`config.mk`:
```
export PLATFORM = sky130hd
export DESIGN_NAME = pic_controller
export DESIGN_NICKNAME = d
export VERILOG_FILES = /design/src/pic_pkg.sv /design/src/pic_controller.sv /design/src/pic_line_sense.sv
export VERILOG_INCLUDE_DIRS = /design/src
export SDC_FILE = /design/constraint.sdc
export NUM_CORES = 1
export LEC_CHECK = 0
export ABC_AREA = 1
export BUFFER_PORTS_ARGS = -buffer_cell sky130_fd_sc_hd__buf_2
export CORE_ASPECT_RATIO = 1.25
export CORE_MARGIN = 3
export CORE_UTILIZATION = 57
export DETAILED_ROUTE_END_ITERATION = 8
export GPL_ROUTABILITY_DRIVEN = 0
export PLACE_DENSITY = 0.79
export SLEW_MARGIN = 20
export SYNTH_ARGS = -nofsm -noshare
export SYNTH_HDL_FRONTEND = slang
export SYNTH_HIERARCHICAL = 1
export SYNTH_SLANG_ARGS = --single-unit
export TNS_END_PERCENT = 100
```
`constraint.sdc`:
```
create_clock -name clock_i -period 53.6 [get_ports clock_i]
set_clock_uncertainty 0.15 [all_clocks]
set_input_delay 5.36 -clock clock_i [delete_from_list [all_inputs] [get_ports clock_i]]
set_output_delay 5.36 -clock clock_i [all_outputs]
set_load 0.02 [all_outputs]
```
`src/pic_regs.svh`:
```
// Register offsets, field positions, reset values and fixed codes of the interrupt controller.
`ifndef PIC_REGS_SVH
`define PIC_REGS_SVH
`define PIC_ADDR_PRIO_LAST 5'h0A
`define PIC_ADDR_LINE_EN 5'h0B
`define PIC_ADDR_SENSE_LO 5'h0C
`define PIC_ADDR_SENSE_HI 5'h0D
`define PIC_ADDR_SYSCTRL 5'h0E
`define PIC_ADDR_STATUS 5'h0F
`define PIC_ADDR_IMASK 5'h10
`define PIC_ADDR_PENDING 5'h11
`define PIC_PRIO_HI_POS 4
`define PIC_PRIO_LO_POS 0
`define PIC_PRIO_WMASK 8'h77
`define PIC_PRIO_RESET 8'h77
`define PIC_LINE_EN_RESET 8'h00
`define PIC_SENSE_RESET 16'h0000
`define PIC_SYS_MODE_BIT 0
`define PIC_SYS_EDGE_BIT 1
`define PIC_MODE_RESET 1'b0
`define PIC_NMI_EDGE_RESET 1'b1
`define PIC_STAT_NMI_BIT 0
`define PIC_STAT_TAKE_BIT 1
`define PIC_STAT_HELD_BIT 2
`define PIC_SENSE_LOW 2'h0
`define PIC_SENSE_FALL 2'h1
`define PIC_SENSE_RISE 2'h2
`define PIC_SENSE_BOTH 2'h3
`define PIC_LINE_IDLE 1'b1
`define PIC_NMI_VECTOR 8'h07
`define PIC_NMI_ADDR 16'h001C
`define PIC_TOP_LEVEL 3'h7
`define PIC_NUM_SRC 48
`define PIC_NUM_PRIO 11
`endif

```
`src/pic_pkg.sv`:
```
// Types shared by the interrupt controller modules.
package pic_pkg;
  typedef enum logic [1:0] {
    PIC_HS_IDLE = 2'b00,
    PIC_HS_OFFER = 2'b01,
    PIC_HS_SETTLE = 2'b10
  } pic_hs_t;

  typedef struct packed {
    logic prev;
    logic latch;
  } pic_sense_t;

  typedef struct packed {
    logic [10:0][7:0] prio;
    logic [7:0] line_en;
    logic [15:0] sense;
    logic mode2;
    logic nmi_edge;
    logic [2:0] status;
    logic [2:0] imask;
    logic nmi_sync1;
    logic nmi_sync2;
    logic nmi_prev;
    logic nmi_pend;
    logic [6:0] pin_sync1;
    logic [6:0] pin_sync2;
    pic_hs_t hs;
    logic req;
    logic req_nmi;
    logic [5:0] req_src;
    logic [7:0] vec_num;
    logic [15:0] vec_addr;
    logic [2:0] req_level;
    logic mask_load;
    logic [2:0] mask_level;
    logic [7:0] rdata;
    logic irq;
  } pic_state_t;
endpackage : pic_pkg

```
`src/pic_controller.sv`:
```
// Vectored priority interrupt controller with register port and core handshake.
// Contract
// - The non-maskable request outranks all others and is taken whatever the mode or mask.
// - The non-maskable pin requests on the rising or falling edge chosen by one control bit.
// - In levelled mode a core mask level of 7 holds off every source except the non-maskable one.
// - A source whose priority field is 0 is never accepted.
// - Each request line senses low level, falling, rising or both edges as set.
// - Each request line has an enable bit and a cleared bit masks its requests.
// - Request line 6 comes from the internal USB function but behaves like the others.
// - The presented vector address is four times the vector number, zero-extended to 16 bits.
// - The non-maskable request uses vector 7 at 001C and line 0 vector 16 at 0040.
// - Soft transfer end uses vector 24 at 0060 with the third register low field.
// - Timer unit 0 sources share one field and compare A uses vector 32 at 0080.
// - Each line or shared group takes its level from its own 3-bit priority field.
// - In levelled mode a request is taken only when its level exceeds the mask level.
// - Acceptance loads the mask level with the source level, or 7 for non-maskable.
// - Sense codes are 0 low, 1 falling, 2 rising, 3 both; reset gives low and disabled.
// - In levelled mode the highest pending level is served first and table order breaks ties; otherwise table order alone decides.
`timescale 1ns/1ns
`include "pic_regs.svh"
module pic_controller import pic_pkg::*; (
  input wire logic clock_i,
  input wire logic reset_i,
  input wire logic [4:0] addr_i,
  input wire logic [7:0] wdata_i,
  input wire logic write_i,
  input wire logic read_i,
  output logic [7:0] rdata_o,
  input wire logic nmi_pin_i,
  input wire logic [6:0] ext_line_i,
  input wire logic usb_line_i,
  input wire logic [39:0] periph_req_i,
  input wire logic [2:0] core_mask_i,
  input wire logic core_ibit_i,
  input wire logic ack_i,
  output logic req_o,
  output logic req_nmi_o,
  output logic [7:0] vec_num_o,
  output logic [15:0] vec_addr_o,
  output logic [2:0] req_level_o,
  output logic mask_load_o,
  output logic [2:0] mask_level_o,
  output logic irq_o
);
  // Source groups in fixed table order: first source index, first vector, priority field.
  localparam logic [17:0][5:0] GRP_FIRST = {6'd46, 6'd42, 6'd38, 6'd34, 6'd30, 6'd27,
    6'd24, 6'd20, 6'd16, 6'd11, 6'd10, 6'd9, 6'd8, 6'd6, 6'd4, 6'd2, 6'd1, 6'd0};
  localparam logic [17:0][7:0] GRP_VEC = {8'd104, 8'd88, 8'd84, 8'd80, 8'd72, 8'd68,
    8'd64, 8'd44, 8'd40, 8'd32, 8'd28, 8'd25, 8'd24, 8'd22, 8'd20, 8'd18, 8'd17, 8'd16};
  localparam logic [17:0][4:0] GRP_FIELD = {5'd20, 5'd19, 5'd18, 5'd17, 5'd16, 5'd15,
    5'd14, 5'd12, 5'd11, 5'd10, 5'd9, 5'd6, 5'd5, 5'd4, 5'd3, 5'd2, 5'd1, 5'd0};

  pic_state_t s;
  pic_state_t next_s;
  logic [7:0] line_now;
  logic [7:0] line_pend;
  logic [7:0] line_take;
  logic [47:0] all_pend;
  logic sel_found;
  logic [2:0] sel_lvl;
  logic [5:0] sel_idx;
  logic [2:0] lvl;
  logic any_pend;
  logic nmi_edge_seen;
  logic take_nmi;
  logic take_mask;
  logic [2:0] stat_clr;
  logic [2:0] stat_set;

  // Group that holds a source: the last group whose first index is not above it.
  function automatic logic [4:0] src_group(input logic [5:0] idx);
    src_group = 5'd0;
    for (int g = 1; g < 18; g++) begin
      if (idx >= GRP_FIRST[g]) begin
        src_group = 5'(g);
      end
    end
  endfunction : src_group

  // Vector number: group base plus position inside the group.
  function automatic logic [7:0] src_vector(input logic [5:0] idx);
    logic [4:0] g;
    g = src_group(idx);
    src_vector = GRP_VEC[g] + 8'(idx - GRP_FIRST[g]);
  endfunction : src_vector

  // Even fields sit in bits 6..4 of a priority register, odd fields in bits 2..0.
  function automatic logic [2:0] prio_field(input logic [10:0][7:0] prio,
                                            input logic [4:0] f);
    logic [7:0] r;
    r = prio[f[4:1]];
    prio_field = f[0] ? r[`PIC_PRIO_LO_POS +: 3] : r[`PIC_PRIO_HI_POS +: 3];
  endfunction : prio_field

  // Line 6 is the internal USB request on this clock; pins pass two flip-flops first.
  assign line_now = {s.pin_sync2[6], usb_line_i, s.pin_sync2[5:0]};
  assign all_pend = {periph_req_i, line_pend};

  genvar gl;
  generate
    for (gl = 0; gl < 8; gl++) begin : g_line
      assign line_take[gl] = take_mask && (s.req_src == 6'(gl));
      pic_line_sense u_sense (
        .clock_i(clock_i),
        .reset_i(reset_i),
        .line_i(line_now[gl]),
        .sense_i(s.sense[2 * gl +: 2]),
        .enable_i(s.line_en[gl]),
        .take_i(line_take[gl]),
        .pend_o(line_pend[gl])
      );
    end
  endgenerate

  // Arbitration, handshake, register port and event flags.
  always_comb begin
    next_s = s;
    sel_found = 1'b0;
    sel_lvl = 3'h0;
    sel_idx = 6'h00;
    lvl = 3'h0;
    any_pend = 1'b0;
    // Strict greater-than keeps the lower table index on equal levels.
    for (int i = 0; i < `PIC_NUM_SRC; i++) begin
      lvl = prio_field(s.prio, GRP_FIELD[src_group(6'(i))]);
      any_pend = any_pend | all_pend[i];
      if (all_pend[i] && lvl != 3'h0 &&
          (s.mode2 ? (lvl > core_mask_i) : !core_ibit_i) &&
          (!sel_found || (s.mode2 && lvl > sel_lvl))) begin
        sel_found = 1'b1;
        sel_lvl = lvl;
        sel_idx = 6'(i);
      end
    end

    next_s.nmi_sync1 = nmi_pin_i;
    next_s.nmi_sync2 = s.nmi_sync1;
    next_s.nmi_prev = s.nmi_sync2;
    next_s.pin_sync1 = ext_line_i;
    next_s.pin_sync2 = s.pin_sync1;
    nmi_edge_seen = s.nmi_edge ? (s.nmi_sync2 & ~s.nmi_prev)
                               : (~s.nmi_sync2 & s.nmi_prev);
    take_nmi = (s.hs == PIC_HS_OFFER) && ack_i && s.req_nmi;
    take_mask = (s.hs == PIC_HS_OFFER) && ack_i && !s.req_nmi;
    next_s.nmi_pend = nmi_edge_seen | (s.nmi_pend & ~take_nmi);

    // A fresh choice is presented every offering cycle until the core takes it.
    case (s.hs)
      PIC_HS_IDLE, PIC_HS_OFFER: begin
        if (s.hs == PIC_HS_OFFER && ack_i) begin
          next_s.hs = PIC_HS_SETTLE;
          next_s.req = 1'b0;
          next_s.mask_load = 1'b1;
          next_s.mask_level = s.req_nmi ? `PIC_TOP_LEVEL : s.req_level;
        end else if (s.nmi_pend || sel_found) begin
          next_s.hs = PIC_HS_OFFER;
          next_s.req = 1'b1;
          next_s.req_nmi = s.nmi_pend;
          next_s.req_src = sel_idx;
          next_s.vec_num = s.nmi_pend ? `PIC_NMI_VECTOR : src_vector(sel_idx);
          next_s.vec_addr = s.nmi_pend ? `PIC_NMI_ADDR
                                       : {6'h00, src_vector(sel_idx), 2'b00};
          next_s.req_level = s.nmi_pend ? `PIC_TOP_LEVEL : sel_lvl;
        end else begin
          next_s.hs = PIC_HS_IDLE;
          next_s.req = 1'b0;
        end
      end
      PIC_HS_SETTLE: begin
        // One quiet cycle lets the core apply the new mask before the next offer.
        next_s.hs = PIC_HS_IDLE;
        next_s.mask_load = 1'b0;
      end
      default: begin
        next_s.hs = PIC_HS_IDLE;
        next_s.req = 1'b0;
        next_s.mask_load = 1'b0;
      end
    endcase

    stat_clr = 3'h0;
    if (write_i) begin
      if (addr_i <= `PIC_ADDR_PRIO_LAST) begin
        next_s.prio[addr_i[3:0]] = wdata_i & `PIC_PRIO_WMASK;
      end
      case (addr_i)
        `PIC_ADDR_LINE_EN: next_s.line_en = wdata_i;
        `PIC_ADDR_SENSE_LO: next_s.sense[7:0] = wdata_i;
        `PIC_ADDR_SENSE_HI: next_s.sense[15:8] = wdata_i;
        `PIC_ADDR_SYSCTRL: begin
          next_s.mode2 = wdata_i[`PIC_SYS_MODE_BIT];
          next_s.nmi_edge = wdata_i[`PIC_SYS_EDGE_BIT];
        end
        `PIC_ADDR_STATUS: stat_clr = wdata_i[2:0];
        `PIC_ADDR_IMASK: next_s.imask = wdata_i[2:0];
        default: stat_clr = 3'h0;
      endcase
    end
    // Setting wins over a same-cycle clear so no event is lost.
    stat_set = 3'h0;
    stat_set[`PIC_STAT_NMI_BIT] = take_nmi;
    stat_set[`PIC_STAT_TAKE_BIT] = take_mask;
    stat_set[`PIC_STAT_HELD_BIT] = any_pend & ~sel_found;
    next_s.status = (s.status & ~stat_clr) | stat_set;
    next_s.irq = |(next_s.status & next_s.imask);

    // Read data stands only in the cycle after the read strobe.
    next_s.rdata = 8'h00;
    if (read_i) begin
      if (addr_i <= `PIC_ADDR_PRIO_LAST) begin
        next_s.rdata = s.prio[addr_i[3:0]];
      end
      case (addr_i)
        `PIC_ADDR_LINE_EN: next_s.rdata = s.line_en;
        `PIC_ADDR_SENSE_LO: next_s.rdata = s.sense[7:0];
        `PIC_ADDR_SENSE_HI: next_s.rdata = s.sense[15:8];
        `PIC_ADDR_SYSCTRL: next_s.rdata = {6'h00, s.nmi_edge, s.mode2};
        `PIC_ADDR_STATUS: next_s.rdata = {5'h00, s.status};
        `PIC_ADDR_IMASK: next_s.rdata = {5'h00, s.imask};
        `PIC_ADDR_PENDING: next_s.rdata = line_pend;
        default: next_s.rdata = next_s.rdata;
      endcase
    end
  end

  // Reset takes constants only; priorities start at the top level, lines low and disabled.
  always_ff @(posedge clock_i) begin
    if (reset_i) begin
      s <= '0;
      s.prio <= {`PIC_NUM_PRIO{`PIC_PRIO_RESET}};
      s.line_en <= `PIC_LINE_EN_RESET;
      s.sense <= `PIC_SENSE_RESET;
      s.mode2 <= `PIC_MODE_RESET;
      s.nmi_edge <= `PIC_NMI_EDGE_RESET;
      s.hs <= PIC_HS_IDLE;
      // Pin synchronisers start at the idle level so no false edge follows reset.
      s.pin_sync1 <= {7{`PIC_LINE_IDLE}};
      s.pin_sync2 <= {7{`PIC_LINE_IDLE}};
    end else begin
      s <= next_s;
    end
  end

  assign rdata_o = s.rdata;
  assign req_o = s.req;
  assign req_nmi_o = s.req_nmi;
  assign vec_num_o = s.vec_num;
  assign vec_addr_o = s.vec_addr;
  assign req_level_o = s.req_level;
  assign mask_load_o = s.mask_load;
  assign mask_level_o = s.mask_level;
  assign irq_o = s.irq;
endmodule : pic_controller

```
`src/pic_line_sense.sv`:
```
// Sense and pending logic of one request line.
`timescale 1ns/1ns
`include "pic_regs.svh"
module pic_line_sense import pic_pkg::*; (
  input wire logic clock_i,
  input wire logic reset_i,
  input wire logic line_i,
  input wire logic [1:0] sense_i,
  input wire logic enable_i,
  input wire logic take_i,
  output logic pend_o
);
  pic_sense_t s;
  pic_sense_t next_s;
  logic edge_seen;

  // Edge detection against the previous sample; a new edge beats a take in the same cycle.
  always_comb begin
    next_s = s;
    next_s.prev = line_i;
    case (sense_i)
      `PIC_SENSE_FALL: edge_seen = s.prev & ~line_i;
      `PIC_SENSE_RISE: edge_seen = ~s.prev & line_i;
      `PIC_SENSE_BOTH: edge_seen = s.prev ^ line_i;
      default: edge_seen = 1'b0;
    endcase
    if (sense_i == `PIC_SENSE_LOW) begin
      next_s.latch = 1'b0;
    end else begin
      next_s.latch = (enable_i & edge_seen) | (s.latch & ~take_i);
    end
  end

  always_ff @(posedge clock_i) begin
    if (reset_i) begin
      s.prev <= `PIC_LINE_IDLE;
      s.latch <= 1'b0;
    end else begin
      s <= next_s;
    end
  end

  // Level sense follows the line every clock; a cleared enable hides both kinds.
  assign pend_o = enable_i & ((sense_i == `PIC_SENSE_LOW) ? ~line_i : s.latch);
endmodule : pic_line_sense

```
==> results of run 1 <==
critical path, delay by kind of cell:
family,cells,cell delay [ns]
simple gates,246,20.03
fa+ha+maj,52,15.53
compound gates,93,9.97
buf+inv,18,1.39
xor+xnor,2,0.29
power by group through the flow:
stage / Clock (uW) / Combinational (uW) / Sequential, uW
CTS: 125 / 271 / 133
global route: 131 / 416 / 134
finish: 125 / 377 / 134
detailed placement: 0 / 268 / 136
global placement: 0 / 260 / 136
floorplan: 0 / 218 / 135
path summary, 6_finish.rpt:
| kind | slack [ns] | startpoint | depth (start not counted) | to |
|---|---|---|---|---|
| worst max-delay path | 1.11 | core_mask_i[2] | 411 | vec_addr_o[9] |
| worst min-delay path | 0.25 | next_s[66] | 2 | next_s[65] |
| worst max register to register | 5.39 | s[75] | 409 | vec_addr_o[9] |
| worst min register to register | 0.25 | next_s[66] | 2 | next_s[65] |
cell type report:
| type | count | area [um2] | area share (%) |
|---|---|---|---|
| Inverter | 431 | 1730 | 8.53 |
| Tap cell | 390 | 488 | 2.40 |
| Clock inverter | 15 | 185 | 0.911 |
| Timing Repair Buffer | 276 | 1840 | 9.07 |
| Clock buffer | 17 | 425 | 2.09 |
| Multi-Input combinational cell | 1998 | 12300 | 60.7 |
| Sequential cell | 166 | 3320 | 16.3 |
metrics by stage:
step	setup TNS, ns	std cells	area (um2)
floorplan	0	2697	16800
global placement	-2.14	3157	17600
detailed placement	-16.17	3157	17600
CTS	0	3189	18200
global route	-11.61	3293	20300
finish	0	3293	20300
logic make-up (layout without fill, tap and decap cells):
group	after synthesis	after routing	share of synthesized area, %
AO/OA/AOI/OAI	557	557	18.8
flip-flops	166	166	19.9
adder cells (fa/ha/maj)	157	157	11.8
AND/OR/NAND/NOR	1269	1269	34.8
multiplexers	1	1	0.0673
other	1	8	0.0224
buffers and inverters	533	739	14.3
XOR/XNOR	6	6	0.314
registers in the layout, indices dropped and copies added (netlist names), 3 cells and up:
signal / flops
s: 108
g_line.u_sense/s: 16
next_s: 9
rdata_o: 8
vec_addr_o: 8
line_now: 7
mask_level_o: 3
req_level_o: 3
what timing repair did:
action | in CTS | in global routing
endpoints found under the hold margin | 0 | 0
pin swaps | 0 | 311
setup buffers | 0 | 104
gates cloned | 0 | 0
gates resized for setup | 29 | 353
setup endpoints to repair | 8 | 17
cell usage after synthesis, types with 11 or more instances:
master and n:
nor2_1 165, clkbuf_1 44, ha_1 155, nand3_1 234
o22ai_1 26, or2_2 17, buf_4 41, nand2_1 643
a21oi_1 181, dfxtp_1 166, o211ai_1 38, nor4_1 12
inv_1 393, nand2_2 103, nand3_2 11, inv_2 20
o21ai_0 219, nand2_4 27, buf_6 13, nor3_1 31
o21ai_1 20
routing by layer:
metal  GRT usage (%)  up-vias  part of all wire, %
li1                -     9189                    -
met3            4.15      230                  7.2
met4            13.7        4                  5.3
met5               0        -                0.035
met1            33.5     8666                   38
met2            52.9      851                   50
==> results.json, run 1 <==
{
  "most-common-layout-cells": "nand2_1, inv_1, nand3_1",
  "die_x_um": 159,
  "path_common_cell": "nand2_2",
  "clk_latency_ns": 0.44,
  "setup-violations-final": 0,
  "synth_area_um2": 16700,
  "final_common_cell": "nand2_1",
  "synth_top_flop_cell": "dfxtp_1",
  "post-route-worst-setup-slack_ns": 1.11,
  "max_freq_mhz": 19.1,
  "area_delta_synth_final_pct": 21.6,
  "slowest_delay_ns": 0.39,
  "end_kind": "flip-flop",
  "drc": 0,
  "critPathRequiredTime_ns": 53.82,
  "ant_nets": 0,
  "numCtsBuffers": 17,
  "hp-class": "reg2reg",
  "yosysUniqueCellTypes": 62,
  "row_count": 69,
  "ir_worst_vdd_mv": 0.126,
  "ys_top_cells_by_area": "dfxtp_1, nand2_1, ha_1",
  "ys_ff_latch": 166,
  "cpMaxStageDelayCell": "fa_2",
  "slew_headroom_pct": 26.3,
  "netlist.area_leader.share_pct": 19.9,
  "cellLeakagePower_uw": 0.0107,
  "async_flop_share_pct": 0,
  "crit_fanout": 8,
  "slew_violations": 0,
  "finalHoldViolCount": 0,
  "seqPwrFrac_pct": 21.0,
  "grt_setup_unrepaired": "true",
  "clock_path_buffers": 2,
  "cts.sinks": 166,
  "min_period_over_period_pct": 97.9,
  "netSwitchingPower_uw": 276,
  "io-pin-count": 113,
  "grt_pass1_vias": 17100,
  "cts_tree": "done",
  "dp_hpwl_mm": 35.7,
  "start_kind": "input pin",
  "pwr-share-comb_pct": 59.3,
  "via_count": 18900,
  "finalCriticalPeriod_ns": 52.49,
  "viasPerCell": 5.75,
  "drive_gt1_share_pct": 26.9,
  "coreArea_um2": 28700,
  "fp.dieArea_um2": 31400,
  "cts_root_buffer": "clkbuf_16",
  "clk_pin_slew_ns": 0.08,
  "port_buffers": 104,
  "fin_util_pct": 70.9,
  "syn_avg_cell_area_um2": 6.22,
  "status": "complete, no violations",
  "grt_max_degree": 102,
  "grt_pass1_wl_mm": 77.3,
  "dr.pass1.iters": 6,
  "cp.arrival_ns": 52.71,
  "fin_hold_ws_ns": 0.253,
  "p_total_uw": 636,
  "syn_inst": 2690,
  "worst-setup-path-type": "in2reg",
  "p_clk_share_pct": 19.7,
  "dp_slack_ns": -2.64,
  "tightest_slew_ns": 1.10,
  "routed_wirelength_mm": 52.0,
  "yosysTopAreaCell": "dfxtp_1",
  "nNetsFinal": 3118,
  "routedWlPerCell_um": 15.8,
  "start_util_pct": 58.4,
  "grt_antenna_before_repair": 2,
  "drtIter0Drc": 1477,
  "die_h_um": 198,
  "p_int_uw": 360,
  "cap_violations": 0,
  "diodes": 0,
  "yosysSeqAreaShare_pct": 19.9,
  "n_fill_cell": 2380,
  "yosys_warnings": 6,
  "power_density_nw_per_um2": 31.3,
  "cts_hold_buf": 0,
  "switching_share_pct": 43.4,
  "track_usage_pct": 29.0,
  "synth_edf_count": 0,
  "grt_overflow_total": 0,
  "htree_levels": 4
}
No activity file was read; power rests on OpenSTA's default activity.
==> inputs of run 2 (changes only) <==
--- a/config.mk
+++ b/config.mk
@@ -8,7 +8,7 @@
 export LEC_CHECK = 0
 export ABC_AREA = 1
 export BUFFER_PORTS_ARGS = -buffer_cell sky130_fd_sc_hd__buf_2
-export CORE_ASPECT_RATIO = 1.25
+export CORE_ASPECT_RATIO = 1.75
 export CORE_MARGIN = 3
 export CORE_UTILIZATION = 57
 export DETAILED_ROUTE_END_ITERATION = 8
==> results.json, run 2 (same netlist as run 1, synthesis figures left out) <==
{
  "top_register": "s",
  "post-route-worst-setup-slack_ns": 1.44,
  "cts_tree": "done",
  "cts_hold_buf": 0,
  "finalCriticalPeriod_ns": 52.16,
  "clock_path_buffers": 2,
  "htree_levels": 4,
  "slowest_delay_ns": 0.37,
  "coreArea_um2": 28800,
  "nNetsFinal": 3115,
  "cap_violations": 0,
  "grt_overflow_total": 0,
  "row_count": 82,
  "dp_hpwl_mm": 38.3,
  "grt_setup_unrepaired": "true",
  "worst-setup-path-type": "in2reg",
  "ant_nets": 0,
  "cpMaxStageDelayCell": "fa_2",
  "cts.sinks": 166,
  "grt_pass1_wl_mm": 80.9,
  "fp.dieArea_um2": 31500,
  "cts_root_buffer": "clkbuf_16",
  "drive_gt1_share_pct": 26.5,
  "dp_slack_ns": -2.68,
  "final_cells": 3280,
  "io-pin-count": 113,
  "slew_violations": 0,
  "track_usage_pct": 31.1,
  "power_density_nw_per_um2": 30.7,
  "die_h_um": 233,
  "critPathRequiredTime_ns": 53.81,
  "viasPerCell": 5.87,
  "drc": 0,
  "met2RoutedLength_mm": 27.9,
  "final_common_cell": "nand2_1",
  "clk_pin_slew_ns": 0.07,
  "start_util_pct": 58.0,
  "numCtsBuffers": 17,
  "wl_met3_mm": 3.62,
  "finalHoldViolCount": 0,
  "die_x_um": 135,
  "fin_util_pct": 70.2,
  "cellLeakagePower_uw": 0.0106,
  "top_layer": "met4",
  "slew_headroom_pct": 30.6,
  "n_fill_cell": 2330,
  "clk_latency_ns": 0.45,
  "routedWlPerCell_um": 16.7,
  "routed_wirelength_mm": 54.8,
  "cp.arrival_ns": 52.38,
  "max_freq_mhz": 19.2,
  "port_buffers": 104,
  "ir_worst_vdd_mv": 0.0905,
  "dp.cells": 3156,
  "via_count": 19300,
  "drtIter0Drc": 1359,
  "area_delta_synth_final_pct": 21.1,
  "largest_reg_flops": 108,
  "most-common-layout-cells": "nand2_1, inv_1, nand3_1",
  "grt_max_degree": 103,
  "setup-violations-final": 0,
  "end_kind": "flip-flop",
  "grt_antenna_before_repair": 2,
  "crit_fanout": 8,
  "start_kind": "input pin",
  "status": "complete, no violations",
  "fin_hold_ws_ns": 0.258,
  "hp-class": "reg2reg",
  "min_period_over_period_pct": 97.3,
  "grt_pass1_vias": 17600,
  "dr.pass1.iters": 7,
  "tightest_slew_ns": 1.04,
  "multiInputGateArea_um2": 12300,
  "path_common_cell": "nand2_2",
  "seq_area_um2": 3320,
  "wl_met1_mm": 18.9
}
==> run 2: cell count changes in the layout (fill, tap and decap cells not counted), sizes merged <==
cell,delta
buf,-3
clkbuf,+2
clkinv,-3
clkinvlp,+1
diode,+2
==> run 2: worst paths after layout <==
path	start	to	slack, ns	cells past startpoint
worst max-delay path	core_mask_i[0]	vec_addr_o[9]	1.44	414
worst min-delay path	next_s[56]	line_now[7]	0.26	1
worst max register to register	s[76]	vec_addr_o[9]	5.85	412
worst min register to register	next_s[56]	line_now[7]	0.26	1
==> run 2: what timing repair did <==
action                     CTS  global route
resized for setup           32           339
pin swaps                    0           247
hold endpoints to repair     0             0
setup endpoints to repair    8            17
buffers inserted             0            90
==> run 2: cell type report <==
cell class	instances	area share (%)
clock buffer	19	2.19
antenna	2	0.0247
clock inverter	13	0.674
sequential	166	16.4
tap	378	2.34
timing repair buffer	273	9.02
multi-input combinational	1998	60.8
inverter	431	8.56
==> run 2: per-stage QoR <==
| stage | area [um2] | total power [uW] | TNS (ns) |
|---|---|---|---|
| after CTS | 18300 | 538 | 0 |
| after global placement | 17700 | 405 | -0.606 |
| after floorplan | 16800 | 353 | 0 |
| after global routing | 20200 | 663 | -8.08 |
| final | 20200 | 621 | 0 |
| after detailed placement | 17700 | 415 | -16.38 |
==> run 2: report_power, final <==
group	internal [uW]	switching, uW	leakage [uW]	total [uW]
sequential	129	4.28	0.00135	134
combinational	156	208	0.00899	364
clock	66.8	57.0	0.000281	124
total	352	269	0.0106	621
==> run 2: worst max-delay path, delay by kind of cell <==
kind | cells | cell delay (ns)
and+or+nand+nor | 245 | 20.09
xor gates and xnor gates | 2 | 0.27
buffers and inverters | 20 | 1.62
adders and majority gates | 51 | 15.01
AOI/OAI and AO/OA | 96 | 9.91
==> run 2: routing by layer <==
metal | GRT usage [%] | vias up
li1 | - | 9174
met1 | 32.0 | 8783
met2 | 57.9 | 956
met3 | 4.11 | 340
met4 | 19.8 | 0
met5 | 0 | -
